$ cat src/rtl/cpo_pkg.sv
// Constants, types and helpers shared by the configuration PROM output logic.
`default_nettype none
package cpo_pkg;

  // Array shape: words of stored data and bits per word.
  localparam int ARRAY_DEPTH = 16;
  localparam int WORD_W = 8;
  localparam int UNIT_MAX = ARRAY_DEPTH * WORD_W;
  localparam int ADDR_W = $clog2(UNIT_MAX);
  localparam int WIDX_W = $clog2(ARRAY_DEPTH);
  localparam int BIT_W = $clog2(WORD_W);

  // Counter reset values and the terminal count of each output mode.
  localparam logic [ADDR_W-1:0] ADDR_RST = '0;
  localparam logic [WIDX_W-1:0] WIDX_RST = '0;
  localparam logic [WIDX_W-1:0] WIDX_LAST = WIDX_W'(ARRAY_DEPTH - 1);
  localparam logic [ADDR_W-1:0] ADDR_ONE = ADDR_W'(1);
  localparam logic [BIT_W-1:0] BIT_FIRST = BIT_W'(WORD_W - 1);
  localparam logic [BIT_W-1:0] BIT_LAST = '0;
  localparam logic [BIT_W-1:0] BIT_ONE = BIT_W'(1);
  localparam logic [ADDR_W-1:0] ADDR_LAST_SERIAL = ADDR_W'(UNIT_MAX - 1);
  localparam logic [ADDR_W-1:0] ADDR_LAST_PARALLEL = ADDR_W'(ARRAY_DEPTH - 1);

  // Output enable patterns for the data pins.
  localparam logic [WORD_W-1:0] OE_PARALLEL = 8'hff;
  localparam logic [WORD_W-1:0] OE_SERIAL = 8'h01;
  localparam logic [WORD_W-1:0] OE_OFF = 8'h00;
  localparam logic [WORD_W-1:0] WORD_ZERO = 8'h00;

  // Power-up hold of the output-enable/reset line.
  localparam int POR_HOLD_NS = 1000000;
  localparam int CLK_PERIOD_NS = 4;
  localparam int POR_HOLD_CYCLES_DFLT =
    (POR_HOLD_NS + CLK_PERIOD_NS - 1) / CLK_PERIOD_NS;
  localparam logic [31:0] POR_CNT_RST = 32'h0000_0000;

  // Prefetch buffer depth.
  localparam int BUF_DEPTH = 2;

  // Data pins: level and output enable per pin.
  typedef struct packed {
    logic [WORD_W-1:0] data;
    logic [WORD_W-1:0] oe;
  } cpo_dbus_s;

  // Open-drain pin driver: level driven and its enable.
  typedef struct packed {
    logic out;
    logic oe;
  } cpo_odpin_s;

  // Programming port: array word write and customer control write.
  typedef struct packed {
    logic array_we;
    logic ctrl_we;
    logic [WIDX_W-1:0] addr;
    logic [WORD_W-1:0] data;
    logic parallel;
  } cpo_prog_s;

  // Terminal count for the selected output mode.
  function automatic logic [ADDR_W-1:0] cpo_addr_last(input logic parallel);
    return parallel ? ADDR_LAST_PARALLEL : ADDR_LAST_SERIAL;
  endfunction

endpackage
`default_nettype wire

$ cat src/rtl/cpo_buf2.sv
// Small FIFO that carries prefetched array words to the output stage.
`timescale 1ns/1ps
`default_nettype none
module cpo_buf2 #(
  parameter int WIDTH = 8,
  parameter int DEPTH = 2
) (
  input wire logic clock,
  input wire logic rst,
  input wire logic flush,
  input wire logic in_valid,
  output logic in_ready,
  input wire logic [WIDTH-1:0] in_data,
  output logic out_valid,
  input wire logic out_ready,
  output logic [WIDTH-1:0] out_data
);
  localparam int PTR_W = (DEPTH > 1) ? $clog2(DEPTH) : 1;
  localparam int CNT_W = $clog2(DEPTH + 1);
  localparam logic [PTR_W-1:0] PTR_LAST = PTR_W'(DEPTH - 1);
  localparam logic [CNT_W-1:0] CNT_FULL = CNT_W'(DEPTH);

  logic [WIDTH-1:0] entry_reg [DEPTH];
  logic [PTR_W-1:0] wr_ptr_reg;
  logic [PTR_W-1:0] rd_ptr_reg;
  logic [CNT_W-1:0] count_reg;
  logic push;
  logic pop;

  // Pointer step with wrap at the last entry.
  function automatic logic [PTR_W-1:0] ptr_step(input logic [PTR_W-1:0] p);
    return (p == PTR_LAST) ? '0 : PTR_W'(p + 1'b1);
  endfunction

  // Full and empty come from the occupancy count, never from guesses.
  assign in_ready = (count_reg != CNT_FULL);
  assign out_valid = (count_reg != '0);
  assign out_data = entry_reg[rd_ptr_reg];
  assign push = in_valid && in_ready && !flush;
  assign pop = out_valid && out_ready && !flush;

  // Storage is written only on an accepted push.
  always_ff @(posedge clock) begin
    if (push) begin
      entry_reg[wr_ptr_reg] <= in_data;
    end
  end

  // Pointers and count; a flush empties the buffer in one cycle.
  always_ff @(posedge clock or posedge rst) begin
    if (rst) begin
      wr_ptr_reg <= '0;
      rd_ptr_reg <= '0;
      count_reg <= '0;
    end else if (flush) begin
      wr_ptr_reg <= '0;
      rd_ptr_reg <= '0;
      count_reg <= '0;
    end else begin
      if (push) begin
        wr_ptr_reg <= ptr_step(wr_ptr_reg);
      end
      if (pop) begin
        rd_ptr_reg <= ptr_step(rd_ptr_reg);
      end
      if (push && !pop) begin
        count_reg <= CNT_W'(count_reg + 1'b1);
      end else if (pop && !push) begin
        count_reg <= CNT_W'(count_reg - 1'b1);
      end
    end
  end
endmodule
`default_nettype wire

$ cat src/rtl/cpo_top.sv
// Output control and address counter of a configuration PROM.
// Operation
// - Hold output-enable/reset low about 1 ms
// - Supply below 2.0V forces full reset
// - Output-enable/reset is fixed active low
// - Chip enable high means standby
// - Chip enable high holds address reset
// - Chip enable high keeps data floating
// - Enabled below terminal count: count, drive, cascade high
// - Past terminal count: freeze, float, cascade low
// - Either control inactive: reset, float, cascade high
// - Terminal count is highest address, wraps zero
// - Advance counters on each configuration clock rise; the code does not count a rise that finds no word loaded
// - Byte per clock parallel, bit serial default
// - Downstream part drives when its enable falls
`timescale 1ns/1ps
`default_nettype none
module cpo_top #(
  parameter int POR_HOLD_CYCLES = cpo_pkg::POR_HOLD_CYCLES_DFLT
) (
  input wire logic clock,
  input wire logic rst,
  input wire logic supply_low,
  input wire logic oe_reset_n_in,
  input wire logic chip_enable_n,
  input wire logic configuration_clock,
  input wire cpo_pkg::cpo_prog_s prog,
  output var cpo_pkg::cpo_odpin_s oe_reset_n_pin,
  output var cpo_pkg::cpo_dbus_s dbus,
  output logic chip_enable_out_n,
  output logic standby,
  output logic icc_reduced
);
  import cpo_pkg::*;

  localparam logic [31:0] POR_LAST = 32'(POR_HOLD_CYCLES - 1);

  logic [WORD_W-1:0] mem_reg [ARRAY_DEPTH];
  logic programmed_reg;
  logic parallel_reg;
  logic [31:0] por_cnt_reg;
  logic por_busy_reg;
  logic cfg_clk_prev_reg;
  logic [ADDR_W-1:0] addr_reg;
  logic past_end_reg;
  logic [WIDX_W-1:0] fetch_idx_reg;
  logic fetch_done_reg;
  logic [WORD_W-1:0] cur_word_reg;
  logic cur_valid_reg;
  logic [BIT_W-1:0] bit_idx_reg;
  logic active;
  logic cfg_clk_rise;
  logic step;
  logic consume;
  logic buf_in_ready;
  logic buf_out_valid;
  logic buf_pop;
  logic [WORD_W-1:0] buf_out_data;
  logic show;

  //////////////////////////////////////////////////////////////////////////
  // Control decode.

  // The reset line is read as active low with no inversion option.
  assign active = oe_reset_n_in && !chip_enable_n
    && !supply_low;
  assign cfg_clk_rise = configuration_clock && !cfg_clk_prev_reg;
  // A clock edge with no word loaded is an underrun and is not counted.
  assign step = active && cfg_clk_rise && !past_end_reg
    && cur_valid_reg;
  assign consume = step
    && (parallel_reg || (bit_idx_reg == BIT_LAST));
  assign buf_pop = buf_out_valid && (!cur_valid_reg || consume);
  assign show = active && !past_end_reg && cur_valid_reg;

  //////////////////////////////////////////////////////////////////////////
  // Array storage and customer control bits.

  // The array is nonvolatile, so neither reset clears it.
  always_ff @(posedge clock) begin
    if (prog.array_we) begin
      mem_reg[prog.addr] <= prog.data;
    end
  end

  // Mode bit is taken only once the array holds data; serial by default.
  always_ff @(posedge clock or posedge rst) begin
    if (rst) begin
      programmed_reg <= 1'b0;
      parallel_reg <= 1'b0;
    end else begin
      if (prog.array_we) begin
        programmed_reg <= 1'b1;
      end
      if (prog.ctrl_we && programmed_reg) begin
        parallel_reg <= prog.parallel;
      end
    end
  end

  //////////////////////////////////////////////////////////////////////////
  // Power-up hold of the output-enable/reset line.

  // A supply dip restarts the hold, as a fresh power-up would.
  always_ff @(posedge clock or posedge rst) begin
    if (rst) begin
      por_cnt_reg <= POR_CNT_RST;
      por_busy_reg <= 1'b1;
    end else if (supply_low) begin
      por_cnt_reg <= POR_CNT_RST;
      por_busy_reg <= 1'b1;
    end else if (por_busy_reg) begin
      por_cnt_reg <= 32'(por_cnt_reg + 1'b1);
      if (por_cnt_reg == POR_LAST) begin
        por_busy_reg <= 1'b0;
      end
    end
  end

  // Open-drain driver: pulls low only while the hold lasts.
  always_ff @(posedge clock or posedge rst) begin
    if (rst) begin
      oe_reset_n_pin <= '{out: 1'b0, oe: 1'b1};
    end else begin
      oe_reset_n_pin <= '{out: 1'b0, oe: por_busy_reg || supply_low};
    end
  end

  //////////////////////////////////////////////////////////////////////////
  // Address counter and terminal count.

  // Edge detector on the configuration clock level.
  always_ff @(posedge clock or posedge rst) begin
    if (rst) begin
      cfg_clk_prev_reg <= 1'b0;
    end else begin
      cfg_clk_prev_reg <= configuration_clock;
    end
  end

  // Counting stops after the wrap to zero until the controls go inactive.
  always_ff @(posedge clock or posedge rst) begin
    if (rst) begin
      addr_reg <= ADDR_RST;
      past_end_reg <= 1'b0;
    end else if (!active) begin
      addr_reg <= ADDR_RST;
      past_end_reg <= 1'b0;
    end else if (step) begin
      if (addr_reg == cpo_addr_last(parallel_reg)) begin
        addr_reg <= ADDR_RST;
        past_end_reg <= 1'b1;
      end else begin
        addr_reg <= ADDR_W'(addr_reg + ADDR_ONE);
      end
    end
  end

  //////////////////////////////////////////////////////////////////////////
  // Prefetch into the buffer.

  // Words are read ahead so each clock edge from the third active cycle on finds its data waiting.
  always_ff @(posedge clock or posedge rst) begin
    if (rst) begin
      fetch_idx_reg <= WIDX_RST;
      fetch_done_reg <= 1'b0;
    end else if (!active) begin
      fetch_idx_reg <= WIDX_RST;
      fetch_done_reg <= 1'b0;
    end else if (!fetch_done_reg && buf_in_ready) begin
      fetch_idx_reg <= WIDX_W'(fetch_idx_reg + 1'b1);
      fetch_done_reg <= (fetch_idx_reg == WIDX_LAST);
    end
  end

  cpo_buf2 #(
    .WIDTH(WORD_W),
    .DEPTH(BUF_DEPTH)
  ) u_buf (
    .clock(clock),
    .rst(rst),
    .flush(!active),
    .in_valid(active && !fetch_done_reg),
    .in_ready(buf_in_ready),
    .in_data(mem_reg[fetch_idx_reg]),
    .out_valid(buf_out_valid),
    .out_ready(buf_pop),
    .out_data(buf_out_data)
  );

  //////////////////////////////////////////////////////////////////////////
  // Output word and bit position.

  // Serial mode shifts out the most significant bit first.
  always_ff @(posedge clock or posedge rst) begin
    if (rst) begin
      cur_word_reg <= WORD_ZERO;
      cur_valid_reg <= 1'b0;
      bit_idx_reg <= BIT_FIRST;
    end else if (!active) begin
      cur_valid_reg <= 1'b0;
      bit_idx_reg <= BIT_FIRST;
    end else begin
      if (buf_pop) begin
        cur_word_reg <= buf_out_data;
        cur_valid_reg <= 1'b1;
      end else if (consume) begin
        cur_valid_reg <= 1'b0;
      end
      if (step && !parallel_reg) begin
        bit_idx_reg <= (bit_idx_reg == BIT_LAST) ? BIT_FIRST :
                       BIT_W'(bit_idx_reg - BIT_ONE);
      end
    end
  end

  //////////////////////////////////////////////////////////////////////////
  // Registered pins: no enable glitches reach the shared cascade bus.

  always_ff @(posedge clock or posedge rst) begin
    if (rst) begin
      dbus <= '{data: WORD_ZERO, oe: OE_OFF};
      chip_enable_out_n <= 1'b1;
      standby <= 1'b0;
      icc_reduced <= 1'b0;
    end else begin
      dbus.data <= parallel_reg ? cur_word_reg :
                   {{(WORD_W-1){1'b0}}, cur_word_reg[bit_idx_reg]};
      dbus.oe <= !show ? OE_OFF :
                 (parallel_reg ? OE_PARALLEL : OE_SERIAL);
      chip_enable_out_n <= !(active && past_end_reg);
      standby <= chip_enable_n;
      icc_reduced <= active && past_end_reg;
    end
  end

  //////////////////////////////////////////////////////////////////////////
  // Checks.

  por_hold_a: assert property (@(posedge clock)
    $fell(rst) |-> (oe_reset_n_pin.oe && !oe_reset_n_pin.out) [*8])
    else $error("reset line released too early");
  supply_reset_a: assert property (@(posedge clock) disable iff (rst)
    supply_low |=> addr_reg == ADDR_RST && dbus.oe == OE_OFF
      && chip_enable_out_n && oe_reset_n_pin.oe)
    else $error("supply dip did not reset the block");
  standby_on_a: assert property (@(posedge clock) disable iff (rst)
    chip_enable_n |=> standby && !icc_reduced)
    else $error("standby not entered");
  addr_ce_a: assert property (@(posedge clock) disable iff (rst)
    chip_enable_n |=> addr_reg == ADDR_RST)
    else $error("address not held with enable high");
  float_ce_a: assert property (@(posedge clock) disable iff (rst)
    chip_enable_n ##1 chip_enable_n |=> dbus.oe == OE_OFF)
    else $error("data driven with enable high");
  count_up_a: assert property (@(posedge clock) disable iff (rst)
    step && addr_reg != cpo_addr_last(parallel_reg) && !prog.ctrl_we
      |=> addr_reg == ADDR_W'($past(addr_reg) + ADDR_ONE) && !past_end_reg)
    else $error("address did not advance");
  stop_end_a: assert property (@(posedge clock) disable iff (rst)
    active && past_end_reg |=> !chip_enable_out_n && dbus.oe == OE_OFF
      && icc_reduced && $stable(addr_reg))
    else $error("wrong behaviour past terminal count");
  inactive_a: assert property (@(posedge clock) disable iff (rst)
    !oe_reset_n_in |=> addr_reg == ADDR_RST && chip_enable_out_n
      && dbus.oe == OE_OFF)
    else $error("inactive controls not honoured");
  count_wrap_a: assert property (@(posedge clock) disable iff (rst)
    step && addr_reg == cpo_addr_last(parallel_reg) && !prog.ctrl_we
      |=> addr_reg == ADDR_RST && past_end_reg)
    else $error("terminal count wrap wrong");
  out_width_a: assert property (@(posedge clock) disable iff (rst)
    dbus.oe != OE_OFF |-> dbus.oe == (parallel_reg ? OE_PARALLEL : OE_SERIAL))
    else $error("data width does not match mode");

  stream_end_c: cover property (@(posedge clock) disable iff (rst)
    active && $rose(past_end_reg));
  standby_c: cover property (@(posedge clock) disable iff (rst)
    $rose(standby));
  buf_full_c: cover property (@(posedge clock) disable iff (rst)
    active && !buf_in_ready);
  parallel_c: cover property (@(posedge clock) disable iff (rst)
    parallel_reg && step);
endmodule
`default_nettype wire
$ cat config.mk
export PLATFORM = sky130hd
export DESIGN_NAME = cpo_top
export DESIGN_NICKNAME = d
export VERILOG_FILES = /design/src/rtl/cpo_pkg.sv /design/src/rtl/cpo_buf2.sv /design/src/rtl/cpo_top.sv
export SDC_FILE = /design/constraint.sdc
export NUM_CORES = 1
export LEC_CHECK = 0
export ABC_AREA = 1
export BUFFER_PORTS_ARGS = -buffer_cell sky130_fd_sc_hd__buf_2
export CORE_MARGIN = 8
export CORE_UTILIZATION = 60
export DETAILED_ROUTE_END_ITERATION = 16
export GPL_TIMING_DRIVEN = 0
export PLACE_DENSITY = 0.78
export SLEW_MARGIN = 20
export SYNTH_ARGS = -nofsm -noshare
export SYNTH_HDL_FRONTEND = slang
export SYNTH_SLANG_ARGS = --single-unit
$ cat constraint.sdc
create_clock -name clock -period 8.5 [get_ports clock]
set_input_delay 2.125 -clock clock [delete_from_list [all_inputs] [get_ports clock]]
set_output_delay 2.125 -clock clock [all_outputs]
set_load 0.01 [all_outputs]
==> impl_metrics.csv, run 1 <==
group,metric,value,unit
die,initial_core_util,60.8,%
clocking,clockRootBuffer,"clkbuf_16",
power,peakVddDrop,182,uV
final_layout,num-nets-final,1114,
drt,route.vias.total,7327,
power,power,0.00224,W
drt,routedWlPerCell,16.9,um
clocking,clock_path_buffers,3,
die,core_area,0.0165,sq mm
logic_synthesis,synth_flop_cell,"edfxtp_1",
setup_path,timing.rr.end,"u_buf.entry_reg[0][5]",
clocking,hold_buffers,0,
drt,drc_errors,0,
drt,wl_met1,9.69,mm
sta,setup_viol,0,
setup_path,ff2ff_setup_slack,6400,ps
power,total_leakage_power,4.47,nW
sta,fin_crit,3390,ps
global_routing,antenna_found_initial,0,
die,io_pins,42,
die,die_w,145,um
drt,wl_met3,1.47,mm
clocking,post_cts_resized,0,
clocking,path_clk_slew,60,ps
drt,dr.pass1.iters,5,
clocking,cts_tree,"yes",
logic_synthesis,avgSynthCellArea,9.78,sq um
outcome,status,"completed",
setup_path,critical_path.slowest_cell,"nor2_1",
clocking,cts.sinks,223,
final_layout,fillers,1291,
logic_synthesis,syn-num-nets,1049,
setup_path,critPathBufInv,4,
setup_path,start_kind,"input pin",
logic_synthesis,synthXorXnorAreaFrac,0.525,%
sta,tightestPinTransition,823,ps
die,rows,47,
die,die_h,145,um
setup_path,cp_max_fo,10,
logic_synthesis,synth_compound_area_share,8.07,%
global_routing,grt_max_degree,58,
logic_synthesis,ys_ff_latch,223,
final_layout,final_util,67.9,%
logic_synthesis,yosysSeqAreaShare,63.0,%
placed_design,gp_congestion,0.947,
hold_path,min_from,"cur_word_reg[5]",
final_layout,drive_gt1_share,12.0,%
die,floorplan.die_area,0.0211,sq mm
logic_synthesis,synth-simple-area-share,21.5,%
logic_synthesis,synth_top_family_by_area,"simple AND/OR/NAND/NOR gates",
sta,timing.fmax,295,MHz
sta,maxSlewViolCount,0,
placed_design,numPortBuffers,39,
hold_path,whs_path_depth,2,
setup_path,reg2regPathDepth,6,
hold_path,hold_class,"reg -> reg",
final_layout,diodes,0,
final_layout,syn_to_final_growth,11.8,%
flow_run,max-cap-violations,0,
setup_path,cp.arrival,3540,ps
setup_path,crit_path_end_kind,"flip-flop",
global_routing,grt_pass1_vias,7201,
setup_path,cpPeakStageDelay,530,ps
global_routing,track_usage,21.4,%
logic_synthesis,async_flop_share,35.4,%
logic_synthesis,synth-edff-count,144,
placed_design,place_ws,4580,ps
logic_synthesis,yosys_warnings,0,
setup_path,r2r-start,"fetch_idx_reg[0]",
power,power_density,200,mW/mm^2
sta,tns,0,ps
logic_synthesis,synth_cell_type_count,46,
clocking,clk_latency,520,ps
logic_synthesis,synthAdderAreaFrac,0.625,%
sta,rsz0062_at_grt,"false",
clocking,numCtsBuffers,23,
sta,finClkSkew,9.61,ps
final_layout,largest_register_ffs,128,
drt,drt_wl_total,22.4,mm
setup_path,worstPathCellList,"buf_6 -> inv_6 -> nand3_4 -> buf_2 -> nor2_2 -> inv_1 -> nor2_1",
setup_path,worstPathRequired,8650,ps
final_layout,final_common_cell,"nand2_1",
clocking,cts_setup_buffers,0,
logic_synthesis,syn_inst,1023,
logic_synthesis,synthesis.area,0.0100,sq mm
drt,drtIter0Drc,633,
hold_path,hold_end,"dbus[13]",
global_routing,grt_overflow,0,
clocking,h-tree-depth,1,
drt,ant_nets,0,
sta,fin_crit_sh,39.9,%
sta,layout_setup_ws,5110,ps
sta,slew-limit-headroom,44.9,%
drt,top_layer,"met4",
global_routing,grt_pass1_wl,37.1,mm
setup_path,setup.worst_path.class,"in -> reg",
sta,finalHoldViolations,0,
placed_design,place_hpwl,15.6,mm
drt,routed_via_density,5.54,
logic_synthesis,synth_mux_area_share,0,%
final_layout,final_cell_mix,"233 x nand2_1, 144 x edfxtp_1, 138 x nor2_1",
setup_path,cp_top_family,"simple AND/OR/NAND/NOR gates",
drt,wl_met2,10.6,mm
-- synthesized netlist by cell type (10+ instances only) --
library cell | instances | share of area (%)
a21oi_1 | 30 | 1.5
buf_2 | 15 | 0.75
clkbuf_1 | 15 | 0.56
dfrtp_1 | 73 | 18
edfxtp_1 | 144 | 43
inv_1 | 97 | 3.6
nand2_1 | 233 | 8.7
nand3_1 | 55 | 2.8
nand4_1 | 21 | 1.3
nor2_1 | 138 | 5.2
nor3_1 | 27 | 1.4
o211ai_1 | 10 | 0.75
o21ai_0 | 69 | 3.5
o22ai_1 | 11 | 0.69
-- final cells by class --
cell class                      instances  area (sq um)  share of cell area (%)
Inverter                              103           399                    3.57
Clock inverter                         10          68.8                   0.615
Buffer                                 42           223                    1.99
Multi-Input combinational cell        655          3080                    27.5
Clock buffer                           29           608                    5.44
Tap cell                              220           275                    2.46
Sequential cell                       223          6310                    56.4
Timing Repair Buffer                   40           223                    1.99
-- logic make-up (layout without fill, tap and decap cells) --
family,after synthesis,count (layout)
and+or+nand+nor,501,501
DFF,223,223
buffers and inverters,145,224
AOI/OAI and AO/OA,142,142
xor gates and xnor gates,6,6
adders and majority gates,5,5
other,1,1
-- worst max-delay path by stage --
stage | startpoint | depth (start not counted) | end | slack (ps)
after floorplan | rst | 1 | addr_reg[0] | 4360
after global placement | rst | 2 | cur_word_reg[7] | 3430
after detailed placement | supply_low | 7 | u_buf.entry_reg[0][7] | 4580
after CTS | dbus[6] | 2 | dbus[5] | 5100
after global routing | supply_low | 7 | u_buf.entry_reg[0][7] | 4980
final | supply_low | 7 | u_buf.entry_reg[0][6] | 5110
-- tightest hold or removal path, stage by stage, from the launching register on --
cell	delay, ps
dfrtp_1	340
nand2_1	50
inv_1	40
-- per-layer routing --
| metal | global-route usage [%] | up-vias |
|---|---|---|
| met5 | 0 | - |
| met4 | 7.13 | 0 |
| met3 | 4.14 | 49 |
| met2 | 35.2 | 278 |
| met1 | 28.1 | 3424 |
| li1 | - | 3576 |
-- power by group --
group	switching, W	leakage [nW]	total, W	internal, W
sequential	0.0000123	2.34	0.00120	0.00119
clock	0.000405	0.333	0.000914	0.000509
combinational	0.0000829	1.80	0.000118	0.0000350
-- per-stage QoR --
step / instance area [sq um] / instances / hold slack [ps]
final: 11200 / 1322 / 456
after global routing: 11200 / 1322 / 500
after CTS: 11200 / 1322 / 457
after detailed placement: 10500 / 1283 / 444
after global placement: 10500 / 1282 / 442
after floorplan: 10000 / 1023 / 433
No activity file was read; power rests on OpenSTA's default activity.
==> run 2: changes to the inputs <==
- ABC_AREA: 1 -> 0
- clock period: 8.5 -> 3.55 ns (I/O delays scaled with it)
==> impl_metrics.csv, run 2 <==
group,metric,value,unit
hold_path,hold_class,"in -> async",
global_routing,grt_max_degree,46,
final_layout,drive_gt1_share,22.7,%
logic_synthesis,yosysSeqAreaShare,66.9,%
logic_synthesis,synthesis.area,0.00943,sq mm
logic_synthesis,async_flop_share,35.4,%
clocking,h-tree-depth,1,
logic_synthesis,synthTopCellsByArea,"edfxtp_1 46%, dfrtp_1 19%, mux4_2 6.2%",
drt,routedWlPerCell,19.0,um
power,total_leakage_power,4.02,nW
clocking,clockRootBuffer,"clkbuf_16",
drt,drtIter0Drc,416,
drt,routed_via_density,5.76,
sta,maxSlewViolCount,0,
die,die_w,141,um
sta,tns,0,ps
global_routing,antenna_found_initial,1,
die,floorplan.die_area,0.0200,sq mm
sta,slew-limit-headroom,46.3,%
logic_synthesis,avgSynthCellArea,14.8,sq um
logic_synthesis,yosys.area.top_type_share,45.9,%
drt,drc_errors,0,
clocking,clk_latency,520,ps
outcome,status,"completed",
final_layout,diodes,0,
clocking,post_cts_resized,0,
setup_path,cp_max_fo,10,
final_layout,final_common_cell,"edfxtp_1",
setup_path,start_kind,"flip-flop",
logic_synthesis,yosys-top-cells-count,"144 x edfxtp_1, 79 x nor2_1, 73 x dfrtp_1, 30 x nand2_1, 27 x xor2_1",
setup_path,cp.arrival,2410,ps
clocking,cts.sinks,223,
global_routing,grt_pass1_vias,5684,
logic_synthesis,synth-edff-count,144,
clocking,cts_tree,"yes",
die,initial_core_util,60.5,%
final_layout,syn_to_final_growth,13.9,%
logic_synthesis,syn_inst,637,
logic_synthesis,ys_ff_latch,223,
flow_run,max-cap-violations,0,
drt,route.vias.total,5405,
setup_path,setup.worst_path.class,"reg -> reg",
logic_synthesis,syn-num-nets,663,
sta,finClkSkew,11.0,ps
die,core_area,0.0156,sq mm
die,die_h,141,um
drt,drt_wl_total,17.8,mm
sta,finalHoldViolations,0,
power,power_density,522,mW/mm^2
clocking,numCtsBuffers,24,
setup_path,worstPathRequired,3800,ps
final_layout,stdcell_count,938,
setup_path,crit_path_end_kind,"flip-flop",
power,peakVddDrop,430,uV
logic_synthesis,synth_cell_type_count,65,
die,io_pins,42,
sta,setup_viol,0,
final_layout,num-nets-final,730,
logic_synthesis,yosysMostFrequentCell,"edfxtp_1",
global_routing,track_usage,18.3,%
clocking,path_clk_slew,60,ps
placed_design,place_hpwl,12.0,mm
sta,tightestPinTransition,801,ps
clocking,hold_buffers,0,
drt,dr.pass1.iters,4,
placed_design,post-place-cells,894,
drt,ant_nets,0,
placed_design,gp_congestion,0.838,
logic_synthesis,yosys_warnings,0,
sta,timing.fmax,463,MHz
logic_synthesis,synth_flop_cell,"edfxtp_1",
die,rows,46,
clocking,cts_setup_buffers,0,
placed_design,numPortBuffers,40,
sta,rsz0062_at_grt,"false",
final_layout,final_cell_mix,"144 x edfxtp_1, 79 x nor2_1, 73 x dfrtp_1",
clocking,clock_path_buffers,3,
global_routing,grt_overflow,0,
global_routing,grt_pass1_wl,28.8,mm
final_layout,largest_register_ffs,128,
logic_synthesis,yosysTopAreaCell,"edfxtp_1",
sta,fin_crit_sh,60.8,%
sta,fin_crit,2160,ps
run 2: cell types whose count changed in the layout (fill, tap and decap cells not counted), sizes merged, moves of 11 or more:
cell   previous run  this run
a21oi            30        19
inv             101         8
mux2              0        17
mux2i             0        11
mux4              0        26
nand2           241        30
nand3            58        23
nor2            142        80
nor3             28         7
o21ai            75        12
xor2              5        27
run 2: routing by layer:
metal  global-route usage [%]  vias up  wire, um
met5                        0        -        13
met4                     5.83        2       448
met3                     3.43       38       888
met2                     31.4      139      8740
met1                     23.3     2713      7700
li1                         -     2513         -
run 2: path summary, 6_finish.rpt:
| kind | start | end | slack [ps] | cells past startpoint |
|---|---|---|---|---|
| setup / recovery | fetch_idx_reg[0] | u_buf.entry_reg[0][1] | 1390 | 7 |
| hold / removal | rst | por_cnt_reg[12] | 380 | 2 |
| setup reg to reg | fetch_idx_reg[0] | u_buf.entry_reg[0][1] | 1390 | 7 |
| hold reg to reg | programmed_reg | programmed_reg | 480 | 1 |
| max in group asynchronous | rst | bit_idx_reg[2] | 2520 | 3 |
| min in group clock | programmed_reg | programmed_reg | 480 | 1 |
run 2: logic make-up (layout without fill, tap and decap cells):
group                      count (synthesis)  count (layout)  synth area share [%]
AOI/OAI and AO/OA                         65              65                  4.82
xor gates and xnor gates                  36              36                  3.34
adders and majority gates                  5               5                 0.663
buffers and inverters                     40             125                  2.52
DFF                                      223             223                  66.9
muxes                                     54              54                  9.65
other                                      1               1                0.0398
and+or+nand+nor                          213             213                  12.1
run 2: layout make-up:
cell class	count	area [sq um]
well taps	216	270
plain buffers	32	208
inverters	8	32.5
fillers	1033	4850
flip-flops and latches	223	6310
repair buffers	41	220
multi-input cells	374	2900
clock inverters	14	146
clock buffers	30	654
run 2: where the power goes:
group | total (W) | switching, W | internal (W) | leakage, nW
combinational | 0.000262 | 0.000154 | 0.000108 | 1.29
clock | 0.00246 | 0.000994 | 0.00147 | 0.393
sequential | 0.00289 | 0.0000357 | 0.00285 | 2.34
total | 0.00561 | 0.00118 | 0.00443 | 4.02
run 2: metrics by stage:
| stage | utilization (%) | area (sq um) | worst slack, ps | hold WS (ps) | power, W |
|---|---|---|---|---|---|
| final | 68.9 | 10700 | 1390 | 381 | 0.00561 |
| after global routing | 68.9 | 10700 | 1260 | 413 | 0.00578 |
| after CTS | 68.8 | 10700 | 1390 | 392 | 0.00565 |
| after detailed placement | 63.7 | 9940 | 921 | 460 | 0.00320 |
| after global placement | 63.5 | 9900 | -126 | 457 | 0.00318 |
| after floorplan | - | 9430 | 649 | 437 | 0.00309 |
run 2: critical path: stages (launching register included):
cell	delay, ps
dfrtp_1	370
buf_6	160
buf_6	180
mux2_2	370
o22ai_1	230
nor2_1	100
a21o_1	160
a221o_1	320
